--- src/mas_pkg.sv ---
/*
 Shared types and constants of the motion supervisor: setting ranges and
 defaults, stop styles, motion kinds, state codes and signal bundles.
 Assumes the profile engine and the pin logic use these same bundles.
*/
package mas_pkg;

	typedef logic signed [23:0] mas_pos_t;
	typedef logic [19:0] mas_rate_t;

	localparam logic [22:0] INCH_AMT_MIN = 23'h000001;
	localparam logic [22:0] INCH_AMT_DEF = 23'h000001;
	localparam mas_rate_t RATE_MAX = 20'hf4240;
	localparam mas_rate_t SPEED_MIN = 20'h00001;
	localparam mas_rate_t SPEED_DEF = 20'h003e8;
	localparam mas_rate_t START_MIN = 20'h00000;
	localparam mas_rate_t START_DEF = 20'h001f4;
	localparam mas_rate_t RAMP_MIN = 20'h00001;
	localparam mas_rate_t RAMP_DEF = 20'h003e8;
	localparam logic FLAG_DIS = 1'b0;
	localparam logic FLAG_EN = 1'b1;
	localparam logic ORIGIN_RST = 1'b0;
	localparam logic ALARM_EN_DEF = FLAG_DIS;
	localparam logic RETURN_EN_DEF = FLAG_DIS;

	typedef enum logic [1:0] {
		STOP_IMMED = 2'h0,
		STOP_DECEL = 2'h1
	} mas_stop_e;

	typedef enum logic [1:0] {
		MK_POSN = 2'h0,
		MK_CONT = 2'h1,
		MK_TEST = 2'h2,
		MK_HOME = 2'h3
	} mas_kind_e;

	typedef enum logic [3:0] {
		ST_IDLE = 4'h1,
		ST_INCH = 4'h2,
		ST_RET = 4'h4,
		ST_PRESET = 4'h8
	} mas_state_e;

	typedef struct packed {
		logic inch_fwd;
		logic inch_rev;
		logic stop;
		logic lim_pos;
		logic lim_neg;
		logic preset;
		logic start;
		logic seq_start;
		logic [5:0] direct_sel;
		logic pos_err_clear;
		logic excite;
		logic free_run;
		logic main_power;
	} mas_pins_s;

	typedef struct packed {
		mas_rate_t speed;
		mas_rate_t start_speed;
		mas_rate_t ramp;
	} mas_prof_s;

	typedef struct packed {
		mas_pos_t target;
		logic dir;
		mas_prof_s prof;
		logic ramp_unit;
	} mas_move_s;

	typedef struct packed {
		logic busy;
		logic done;
		logic dir;
		mas_kind_e kind;
		mas_pos_t cmd_pos;
	} mas_motion_s;

	typedef struct packed {
		logic [5:0] entry;
		mas_pos_t pos;
		logic mode_abs;
	} mas_teach_s;

endpackage

--- src/mas_sync.sv ---
/*
 Two-stage synchroniser for all discrete pins of the supervisor.
 Assumes pins are asynchronous levels with no pulse shorter than two clocks.
*/
`timescale 1ns/10ps
module mas_sync (
	input wire logic clock,
	input wire logic rst,
	input wire mas_pkg::mas_pins_s pins_raw,
	output mas_pkg::mas_pins_s pins_sync
);
	typedef struct packed {
		mas_pkg::mas_pins_s s1;
		mas_pkg::mas_pins_s s2;
	} mas_sync_st_s;

	mas_sync_st_s q;
	mas_sync_st_s d;

	// First stage feeds only the second stage
	always_comb begin
		d = q;
		d.s1 = pins_raw;
		d.s2 = q.s1;
	end

	always_ff @(posedge clock) begin
		if (rst) begin
			q <= '0;
		end else begin
			q <= d;
		end
	end

	assign pins_sync = q.s2;
endmodule

--- src/mas_ot_check.sv ---
/*
 Overtravel judge: decides stops for running motion and permission for new
 positioning moves. Purely combinational.
 Assumes limit levels are already synchronised and command position is live.
*/
`timescale 1ns/10ps
module mas_ot_check (
	input wire logic hw_ot_en,
	input wire logic sw_ot_en,
	input wire logic origin,
	input wire logic lim_pos,
	input wire logic lim_neg,
	input wire mas_pkg::mas_pos_t sw_lim_hi,
	input wire mas_pkg::mas_pos_t sw_lim_lo,
	input wire mas_pkg::mas_motion_s motion,
	output logic ot_stop,
	output logic fwd_ok,
	output logic rev_ok
);
	logic hw_pos;
	logic hw_neg;
	logic sw_pos;
	logic sw_neg;
	logic into;
	logic posn;

	// Sensor hits count only when enabled
	assign hw_pos = hw_ot_en && lim_pos;
	assign hw_neg = hw_ot_en && lim_neg;
	assign sw_pos = sw_ot_en && origin && (motion.cmd_pos >= sw_lim_hi);
	assign sw_neg = sw_ot_en && origin && (motion.cmd_pos <= sw_lim_lo);
	assign posn = (motion.kind == mas_pkg::MK_POSN);

	// Motion into a limit stops; a positioning move also stops on either hardware sensor
	assign into = motion.dir ? (hw_pos || sw_pos) : (hw_neg || sw_neg);

	assign ot_stop = motion.busy && (into || (posn && (hw_pos || hw_neg)));
	assign fwd_ok = !(hw_pos || hw_neg) && !sw_pos;
	assign rev_ok = !(hw_pos || hw_neg) && !sw_neg;
endmodule

--- src/mas_supervisor.sv ---
/*
 Motion supervisor top: inching, teaching capture, automatic return, stop
 and overtravel requests, origin tracking and the incomplete-origin alarm.
 Assumes a profile engine on the same clock takes move_start and stop_req
 pulses and reports busy, a one-cycle done and the command position.
*/
`timescale 1ns/10ps
module mas_supervisor (
	input wire logic clock,
	input wire logic rst,
	input wire mas_pkg::mas_pins_s pins_raw,
	input wire logic stop_cmd,
	input wire logic config_exec,
	input wire logic [22:0] inch_amount,
	input wire mas_pkg::mas_prof_s inch_cfg,
	input wire mas_pkg::mas_prof_s ret_cfg,
	input wire logic ramp_unit,
	input wire logic ret_enable,
	input wire mas_pkg::mas_stop_e stop_action,
	input wire mas_pkg::mas_stop_e ot_action,
	input wire logic hw_ot_en,
	input wire logic sw_ot_en,
	input wire mas_pkg::mas_pos_t sw_lim_hi,
	input wire mas_pkg::mas_pos_t sw_lim_lo,
	input wire logic abs_backup_en,
	input wire logic backup_origin_valid,
	input wire logic origin_alarm_en,
	input wire mas_pkg::mas_pos_t preset_position,
	input wire logic abs_pos_err,
	input wire logic alarm_clear,
	input wire logic other_alarm,
	input wire mas_pkg::mas_motion_s motion,
	input wire logic teach_req,
	input wire logic [5:0] teach_entry,
	output logic ready,
	output logic move_start,
	output mas_pkg::mas_move_s move,
	output logic stop_req,
	output mas_pkg::mas_stop_e stop_style,
	output logic pos_load,
	output mas_pkg::mas_pos_t pos_load_value,
	output logic origin_done,
	output logic origin_alarm,
	output logic abs_err_alarm,
	output logic block_positioning,
	output logic teach_write,
	output mas_pkg::mas_teach_s teach
);
	typedef struct packed {
		mas_pkg::mas_state_e st;
		mas_pkg::mas_pins_s prev;
		logic boot;
		logic origin;
		logic abs_err;
		logic org_alarm;
		logic block_pos;
		logic arm;
		logic stop_sent;
		mas_pkg::mas_pos_t last_pos;
		logic move_start;
		mas_pkg::mas_move_s move;
		logic stop_req;
		mas_pkg::mas_stop_e stop_style;
		logic pos_load;
		mas_pkg::mas_pos_t pos_val;
		logic teach_write;
		mas_pkg::mas_teach_s teach;
	} mas_main_st_s;

	mas_main_st_s q;
	mas_main_st_s d;
	mas_pkg::mas_pins_s pins;
	mas_pkg::mas_pins_s rise;
	mas_pkg::mas_prof_s inch_prof;
	mas_pkg::mas_prof_s ret_prof;
	mas_pkg::mas_pos_t inch_tgt_f;
	mas_pkg::mas_pos_t inch_tgt_r;
	logic [22:0] amount;
	logic ot_stop;
	logic fwd_ok;
	logic rev_ok;
	logic alarm_any;
	logic ready_c;
	logic inch_go_f;
	logic inch_go_r;
	logic reexcite;
	logic ret_dir;
	logic ret_go;
	logic preset_go;
	logic org_req;
	logic stop_lvl;

	// Out-of-range settings fall back to their default
	function automatic mas_pkg::mas_rate_t fix_rate(
		input mas_pkg::mas_rate_t v,
		input mas_pkg::mas_rate_t lo,
		input mas_pkg::mas_rate_t def
	);
		return ((v < lo) || (v > mas_pkg::RATE_MAX)) ? def : v;
	endfunction

	mas_sync u_sync (
		.clock(clock),
		.rst(rst),
		.pins_raw(pins_raw),
		.pins_sync(pins)
	);

	mas_ot_check u_ot (
		.hw_ot_en(hw_ot_en),
		.sw_ot_en(sw_ot_en),
		.origin(q.origin),
		.lim_pos(pins.lim_pos),
		.lim_neg(pins.lim_neg),
		.sw_lim_hi(sw_lim_hi),
		.sw_lim_lo(sw_lim_lo),
		.motion(motion),
		.ot_stop(ot_stop),
		.fwd_ok(fwd_ok),
		.rev_ok(rev_ok)
	);

	assign rise = pins & ~q.prev;

	// Zero travel is not a legal amount
	assign amount = (inch_amount < mas_pkg::INCH_AMT_MIN) ? mas_pkg::INCH_AMT_DEF : inch_amount;
	assign inch_prof.speed = fix_rate(inch_cfg.speed, mas_pkg::SPEED_MIN, mas_pkg::SPEED_DEF);
	assign inch_prof.start_speed =
		fix_rate(inch_cfg.start_speed, mas_pkg::START_MIN, mas_pkg::START_DEF);
	assign inch_prof.ramp = fix_rate(inch_cfg.ramp, mas_pkg::RAMP_MIN, mas_pkg::RAMP_DEF);
	assign ret_prof.speed = fix_rate(ret_cfg.speed, mas_pkg::SPEED_MIN, mas_pkg::SPEED_DEF);
	assign ret_prof.start_speed =
		fix_rate(ret_cfg.start_speed, mas_pkg::START_MIN, mas_pkg::START_DEF);
	assign ret_prof.ramp = fix_rate(ret_cfg.ramp, mas_pkg::RAMP_MIN, mas_pkg::RAMP_DEF);

	// Wraps at the 24-bit coordinate edge; software limits should sit inside it
	assign inch_tgt_f = mas_pkg::mas_pos_t'(motion.cmd_pos + $signed({1'b0, amount}));
	assign inch_tgt_r = mas_pkg::mas_pos_t'(motion.cmd_pos - $signed({1'b0, amount}));

	assign alarm_any = q.abs_err || q.org_alarm || other_alarm;
	// Ready only when idle and clear
	assign ready_c = (q.st == mas_pkg::ST_IDLE) && !motion.busy && !alarm_any;

	assign inch_go_f = ready_c && rise.inch_fwd && !pins.inch_rev && fwd_ok;
	assign inch_go_r = ready_c && rise.inch_rev && !pins.inch_fwd && rev_ok;

	assign reexcite = rise.excite || (q.prev.free_run && !pins.free_run) || rise.main_power;
	assign ret_dir = (q.last_pos >= motion.cmd_pos);
	// Armed only after a real stop
	assign ret_go = ready_c && (ret_enable == mas_pkg::FLAG_EN) && q.arm && reexcite &&
		(ret_dir ? fwd_ok : rev_ok);

	// No preset while moving or alarmed
	assign preset_go = ready_c && rise.preset;

	assign org_req = (origin_alarm_en == mas_pkg::FLAG_EN) && !q.origin &&
		(rise.start || rise.seq_start || (|rise.direct_sel));

	assign stop_lvl = pins.stop || stop_cmd;

	always_comb begin
		d = q;
		d.prev = pins;
		d.move_start = 1'b0;
		d.stop_req = 1'b0;
		d.pos_load = 1'b0;
		d.teach_write = 1'b0;
		// Backed-up origin taken after reset release
		if (!q.boot) begin
			d.boot = 1'b1;
			if ((abs_backup_en == mas_pkg::FLAG_EN) && backup_origin_valid) begin
				d.origin = 1'b1;
			end
		end
		if (!motion.busy) begin
			d.stop_sent = 1'b0;
		end else if (!q.stop_sent && (ot_stop || stop_lvl)) begin
			d.stop_sent = 1'b1;
			d.stop_req = 1'b1;
			d.stop_style = ot_stop ? ot_action : stop_action;
		end
		// Remember where the motor last stopped
		if (motion.done) begin
			d.last_pos = motion.cmd_pos;
			d.arm = 1'b1;
		end
		if (config_exec) begin
			d.arm = 1'b0;
		end
		if (motion.done && (motion.kind == mas_pkg::MK_HOME) && !q.abs_err) begin
			d.origin = 1'b1;
		end
		case (q.st)
			mas_pkg::ST_IDLE: begin
				if (inch_go_f || inch_go_r) begin
					d.move_start = 1'b1;
					d.move.dir = inch_go_f;
					d.move.target = inch_go_f ? inch_tgt_f : inch_tgt_r;
					d.move.prof = inch_prof;
					d.move.ramp_unit = ramp_unit;
					d.st = mas_pkg::ST_INCH;
				end else if (ret_go) begin
					d.move_start = 1'b1;
					d.move.dir = ret_dir;
					d.move.target = q.last_pos;
					d.move.prof = ret_prof;
					d.move.ramp_unit = ramp_unit;
					d.st = mas_pkg::ST_RET;
				end else if (preset_go) begin
					d.pos_load = 1'b1;
					d.pos_val = preset_position;
					d.st = mas_pkg::ST_PRESET;
				end else if (teach_req && q.origin) begin
					d.teach_write = 1'b1;
					d.teach.entry = teach_entry;
					d.teach.pos = motion.cmd_pos;
					d.teach.mode_abs = 1'b1;
				end
			end
			mas_pkg::ST_INCH, mas_pkg::ST_RET: begin
				if (motion.done) begin
					d.st = mas_pkg::ST_IDLE;
				end
			end
			mas_pkg::ST_PRESET: begin
				d.origin = 1'b1;
				d.st = mas_pkg::ST_IDLE;
			end
			default: begin
				d.st = mas_pkg::ST_IDLE;
			end
		endcase
		// Position error drops origin; set beats clear
		if (rise.pos_err_clear) begin
			d.abs_err = 1'b0;
		end
		if (abs_pos_err) begin
			d.origin = 1'b0;
			if (abs_backup_en == mas_pkg::FLAG_EN) begin
				d.abs_err = 1'b1;
			end
		end
		if (alarm_clear) begin
			d.org_alarm = 1'b0;
		end
		if (org_req) begin
			d.org_alarm = 1'b1;
		end
		d.block_pos = (origin_alarm_en == mas_pkg::FLAG_EN) && !d.origin;
	end

	always_ff @(posedge clock) begin
		if (rst) begin
			q <= '0;
			q.st <= mas_pkg::ST_IDLE;
			q.origin <= mas_pkg::ORIGIN_RST;
		end else begin
			q <= d;
		end
	end

	assign ready = ready_c;
	assign move_start = q.move_start;
	assign move = q.move;
	assign stop_req = q.stop_req;
	assign stop_style = q.stop_style;
	assign pos_load = q.pos_load;
	assign pos_load_value = q.pos_val;
	assign origin_done = q.origin;
	assign origin_alarm = q.org_alarm;
	assign abs_err_alarm = q.abs_err;
	assign block_positioning = q.block_pos;
	assign teach_write = q.teach_write;
	assign teach = q.teach;

	a_inch_fwd_go: assert property (@(posedge clock) disable iff (rst)
		inch_go_f |=> move_start && move.dir && (move.target == $past(inch_tgt_f)))
		else $error("forward inch not issued as a positive move");

	a_ready_drop: assert property (@(posedge clock) disable iff (rst)
		move_start |-> !ready ##1 (!ready || (q.st == mas_pkg::ST_IDLE)))
		else $error("ready high while a move starts");

	a_both_inch: assert property (@(posedge clock) disable iff (rst)
		(pins.inch_fwd && pins.inch_rev) |=> !(move_start && (q.st == mas_pkg::ST_INCH)))
		else $error("inch move started with both inch inputs");

	a_stop_style: assert property (@(posedge clock) disable iff (rst)
		(motion.busy && stop_lvl && !ot_stop && !q.stop_sent)
		|=> stop_req && (stop_style == $past(stop_action)))
		else $error("stop request missing or wrong style");

	a_ot_style: assert property (@(posedge clock) disable iff (rst)
		(ot_stop && !q.stop_sent) |=> stop_req && (stop_style == $past(ot_action)))
		else $error("overtravel stop missing or wrong style");

	a_preset_order: assert property (@(posedge clock) disable iff (rst)
		pos_load |-> $past(ready_c) ##1 (origin_done || $past(abs_pos_err)))
		else $error("preset did not raise origin-done");

	a_origin_alarm: assert property (@(posedge clock) disable iff (rst)
		org_req |=> origin_alarm && block_positioning)
		else $error("incomplete-origin alarm not raised");

	a_abs_err_loss: assert property (@(posedge clock) disable iff (rst)
		abs_pos_err |=> !origin_done)
		else $error("origin kept across position error");

	a_cfg_disarm: assert property (@(posedge clock) disable iff (rst)
		(config_exec && !motion.done) |=> !ret_go)
		else $error("return armed right after configuration");

	a_teach_abs: assert property (@(posedge clock) disable iff (rst)
		teach_write |-> teach.mode_abs && $past(q.origin) && (teach.pos == $past(motion.cmd_pos)))
		else $error("teach capture without origin or not absolute");
endmodule

--- config.mk ---
export PLATFORM = sky130hd
export DESIGN_NAME = mas_supervisor
export DESIGN_NICKNAME = d
export VERILOG_FILES = /design/src/mas_pkg.sv /design/src/mas_sync.sv /design/src/mas_ot_check.sv /design/src/mas_supervisor.sv
export SDC_FILE = /design/constraint.sdc
export NUM_CORES = 1
export LEC_CHECK = 0
export BUFFER_PORTS_ARGS = -buffer_cell sky130_fd_sc_hd__buf_2
export CAP_MARGIN = 20
export CORE_MARGIN = 1
export CORE_UTILIZATION = 37
export CTS_BUF_LIST = sky130_fd_sc_hd__clkbuf_8
export DETAILED_ROUTE_END_ITERATION = 8
export MAX_ROUTING_LAYER = met4
export PLACE_DENSITY = 0.69
export SYNTH_ARGS = -nofsm -noshare
export SYNTH_HDL_FRONTEND = slang
export SYNTH_HIERARCHICAL = 1
export SYNTH_SLANG_ARGS = --single-unit
--- constraint.sdc ---
create_clock -name clock -period 4.8 [get_ports clock]
set_clock_uncertainty 0.1 [all_clocks]
set_input_delay 0.24 -clock clock [delete_from_list [all_inputs] [get_ports clock]]
set_output_delay 0.24 -clock clock [all_outputs]
set_load 0.05 [all_outputs]
==> impl_metrics.json <==
{
  "status": "finished, final reports clean",
  "grtUsageTotal_pct": 26.6,
  "syn_nets": 1963,
  "synth_compound_area_share_pct": 18.1,
  "netlist_instances": 1573,
  "slew_viol_final": 0,
  "crit_path_start_kind": "input port",
  "internal_power_mw": 3.75,
  "initial_utilization_pct": 37.9,
  "synthArstFlopShare_pct": 0,
  "setup_violations": 0,
  "fin_setup_tns_ns": 0,
  "powerDensity_nw_per_um2": 274,
  "dieHeight_um": 197,
  "grt_max_degree": 164,
  "yosys.cell_types.count": 82,
  "crit_path_start": "motion[5]",
  "die-area_um2": 38600,
  "slowest_stage": "dlygate4sd3_1",
  "synth_edf_count": 0,
  "via_count": 14100,
  "mostFrequentLayoutCells": "buf_2 (437), dfxtp_1 (233), dlygate4sd3_1 (192)",
  "path_buf_inv": 9,
  "cts_tree": "yes",
  "ant_nets": 0,
  "nets": 2571,
  "num_io_pins": 439,
  "rrSetupSlack_ns": 0.39,
  "place_area_um2": 16400,
  "clkLatencyLatePin_ns": 0.61,
  "cp-end-kind": "register",
  "synthMuxAreaShare_pct": 7.51,
  "use_met3_pct": 5.37,
  "drcViolationCount": 0,
  "viasPerCell": 5.18,
  "final_layout_size_suffix_gt1_share_pct": 31.7,
  "area_growth_pct": 39.1,
  "max_stage_delay_ns": 0.58,
  "synth_area_um2": 14000,
  "holdWs_ns": 0.0572,
  "routed_wl_um": 51500,
  "power.total_mw": 5.34,
  "cts_buffer_depth": 3,
  "ff2ff_path_depth": 10,
  "cp_num_cells": 21,
  "synthFlopType": "dfxtp_1",
  "synthXorXnorAreaFrac_pct": 2.69,
  "busiest_layer": "met2",
  "hpwlAfterDp_um": 36600,
  "synth_seq_area_share_pct": 33.3,
  "use_met2_pct": 45.8,
  "htreeDepth": 2,
  "grtUsageMet1_pct": 28.9,
  "slew_headroom_pct": 22.8,
  "synth_warnings": 6,
  "synth_fa_ha_area_share_pct": 9.26,
  "fin_crit_sh_pct": 97.6,
  "synth.largest_area_cell": "dfxtp_1",
  "cts_buffers": 44,
  "cts_root_buf": "clkbuf_8",
  "gp_congestion": 0.962,
  "dpl_worst_slack_ns": -0.386,
  "p_leak_nw": 9.84,
  "worstHoldPathType": "input port to register",
  "worst_pin_slew_ns": 1.15,
  "crit_family": "buffers and inverters",
  "synthTopCellsByArea": "dfxtp_1 (33%), ha_1 (9.1%), buf_4 (7.8%)",
  "timing_hold_violations_final": 0,
  "rows": 70,
  "first_global_vias": 14400,
  "swShare_pct": 29.8,
  "final_common_cell": "buf_2",
  "synth_top_area_share_pct": 33.3,
  "crit_end": "move[12]$_SDFFE_PP0P_",
  "place_inst": 2437,
  "reg2reg_to": "move[49]$_SDFFE_PP0P_",
  "grt_pass1_wl_um": 77900,
  "crit_required_ns": 5.22,
  "path_class": "input port to register",
  "r2r_start": "q[161]$_SDFFE_PP0P_",
  "p_comb_share_pct": 22.3,
  "syn_area_per_cell_um2": 8.90,
  "critical_path.cell_chain": "dlygate4sd3_1 > buf_2 > buf_4 > ha_1 > nand4_1 > a21oi_1 > o31ai_1 > nand3_1 > mux2i_2 > o21a_1 > nor4bb_4 > buf_4 > o21ai_4 > buf_12 > nor2_1 > buf_6 > buf_4 > a22oi_1 > dlygate4sd3_1 > a211oi_2 > dlygate4sd3_1",
  "clk_pin_slew_ns": 0.06,
  "cp_data_arrival_time_ns": 5.10,
  "die_w_um": 197,
  "final_area_um2": 19500,
  "coreArea_um2": 37000,
  "io_buffers": 438,
  "fin_util_pct": 52.7,
  "yosys.area_share.simple_pct": 15.4,
  "synth_top_family_by_area": "compound AO/OA/AOI/OAI gates",
  "wl_per_cell_um": 18.9,
  "power.switching_mw": 1.59,
  "drt-initial-drc-count": 648,
  "ys_ff_latch": 233,
  "fmax_ghz": 0.213,
  "overflow": 0,
  "pwr-share-clk_pct": 39.5,
  "crit_path_max_fanout": 29,
  "drt_pass1_iterations": 5,
  "antenna_found_initial": 4,
  "fin_crit_ns": 4.69,
  "seqPwrFrac_pct": 38.1,
  "fin_ws_ns": 0.114,
  "clkSinkCount": 233,
  "layoutNonFillerInstCount": 2724,
  "ir_drop_mv": 0.221,
  "max_cap_viol_count": 0
}
what timing repair did:
action                                 CTS  global route
setup endpoints to repair                0            19
hold buffers                           192             0
gates resized for setup                  0            15
buffers inserted                         0             9
endpoints found under the hold margin  164             0
final cells by class:
class,count,area (µm²)
inverters,110,413
multi-input cells,1021,7520
clock inverters,28,235
clock buffers,52,716
diodes,5,12.5
repair buffers,771,5290
fillers,3359,17500
well taps,504,631
flip-flops and latches,233,4660
tightest hold or removal path, cell delays in order:
cell and delay (ns):
buf_2 0.10, a22oi_1 0.11, a211oi_1 0.23
synth_stat cells, types with 4 or more instances:
cell type and number:
a2111oi_2 4, a211o_1 15, a211oi_1 44, a211oi_2 10, a21o_1 17, a21oi_1 72, a22oi_1 42, a311oi_1 4
a31oi_1 12, and2_1 7, and2b_2 6, and3_1 8, and3b_1 6, and4_1 4, buf_1 4, buf_2 7
buf_4 145, buf_6 13, clkbuf_1 35, dfxtp_1 233, ha_1 102, inv_1 110, mux2i_1 104, nand2_1 45
nand2b_1 7, nand3_1 16, nand4_1 23, nor2_1 181, nor2b_1 43, nor3_1 18, nor4_1 25, o211ai_1 8
o21a_1 16, o21ai_0 47, o22ai_1 6, o311a_1 12, o31a_1 4, o31ai_1 5, or4_1 9, xnor2_1 26
xor2_1 17
flip-flops by register name, indices dropped and copies added (netlist names):
signal             cells
abs_err_alarm          1
move_start             1
teach                 31
stop_style             2
origin_done            1
origin_alarm           1
u_sync/pins_sync      18
pos_load_value        24
stop_req               1
teach_write            1
pos_load               1
block_positioning      1
move                  86
u_sync/d              18
q                     46
power by group through the flow:
stage                     combinational [mW]  clock (mW)  sequential (mW)
final                                   1.19        2.11             2.03
after global routing                    1.29        2.26             2.04
after CTS                               1.16        2.18             2.03
after detailed placement                1.03           0             2.07
after global placement                  1.01           0             2.07
after floorplan                        0.614           0             2.07
metal layers:
metal | wire length (µm) | up-vias
li1 | - | 6697
met5 | 0 | -
met4 | 2500 | 0
met3 | 3710 | 124
met1 | 20300 | 6648
met2 | 24900 | 637
kinds of logic after synthesis:
kind of cell    after synthesis
fa+ha+maj                   103
simple gates                421
mux                         105
buf+inv                     319
flops                       233
xor+xnor                     43
compound gates              349
worst min path at each step:
stage	cells after the start	to	from
final	3	move[43]$_SDFFE_PP0P_	inch_cfg[42]
after global routing	3	move[43]$_SDFFE_PP0P_	inch_cfg[42]
after CTS	4	q[167]$_SDFFE_PP0P_	motion[20]
after detailed placement	2	q[172]$_SDFFE_PP0P_	config_exec
after global placement	2	q[172]$_SDFFE_PP0P_	config_exec
after floorplan	1	q[172]$_SDFFE_PP0P_	config_exec
No activity file was read; power rests on OpenSTA's default activity.
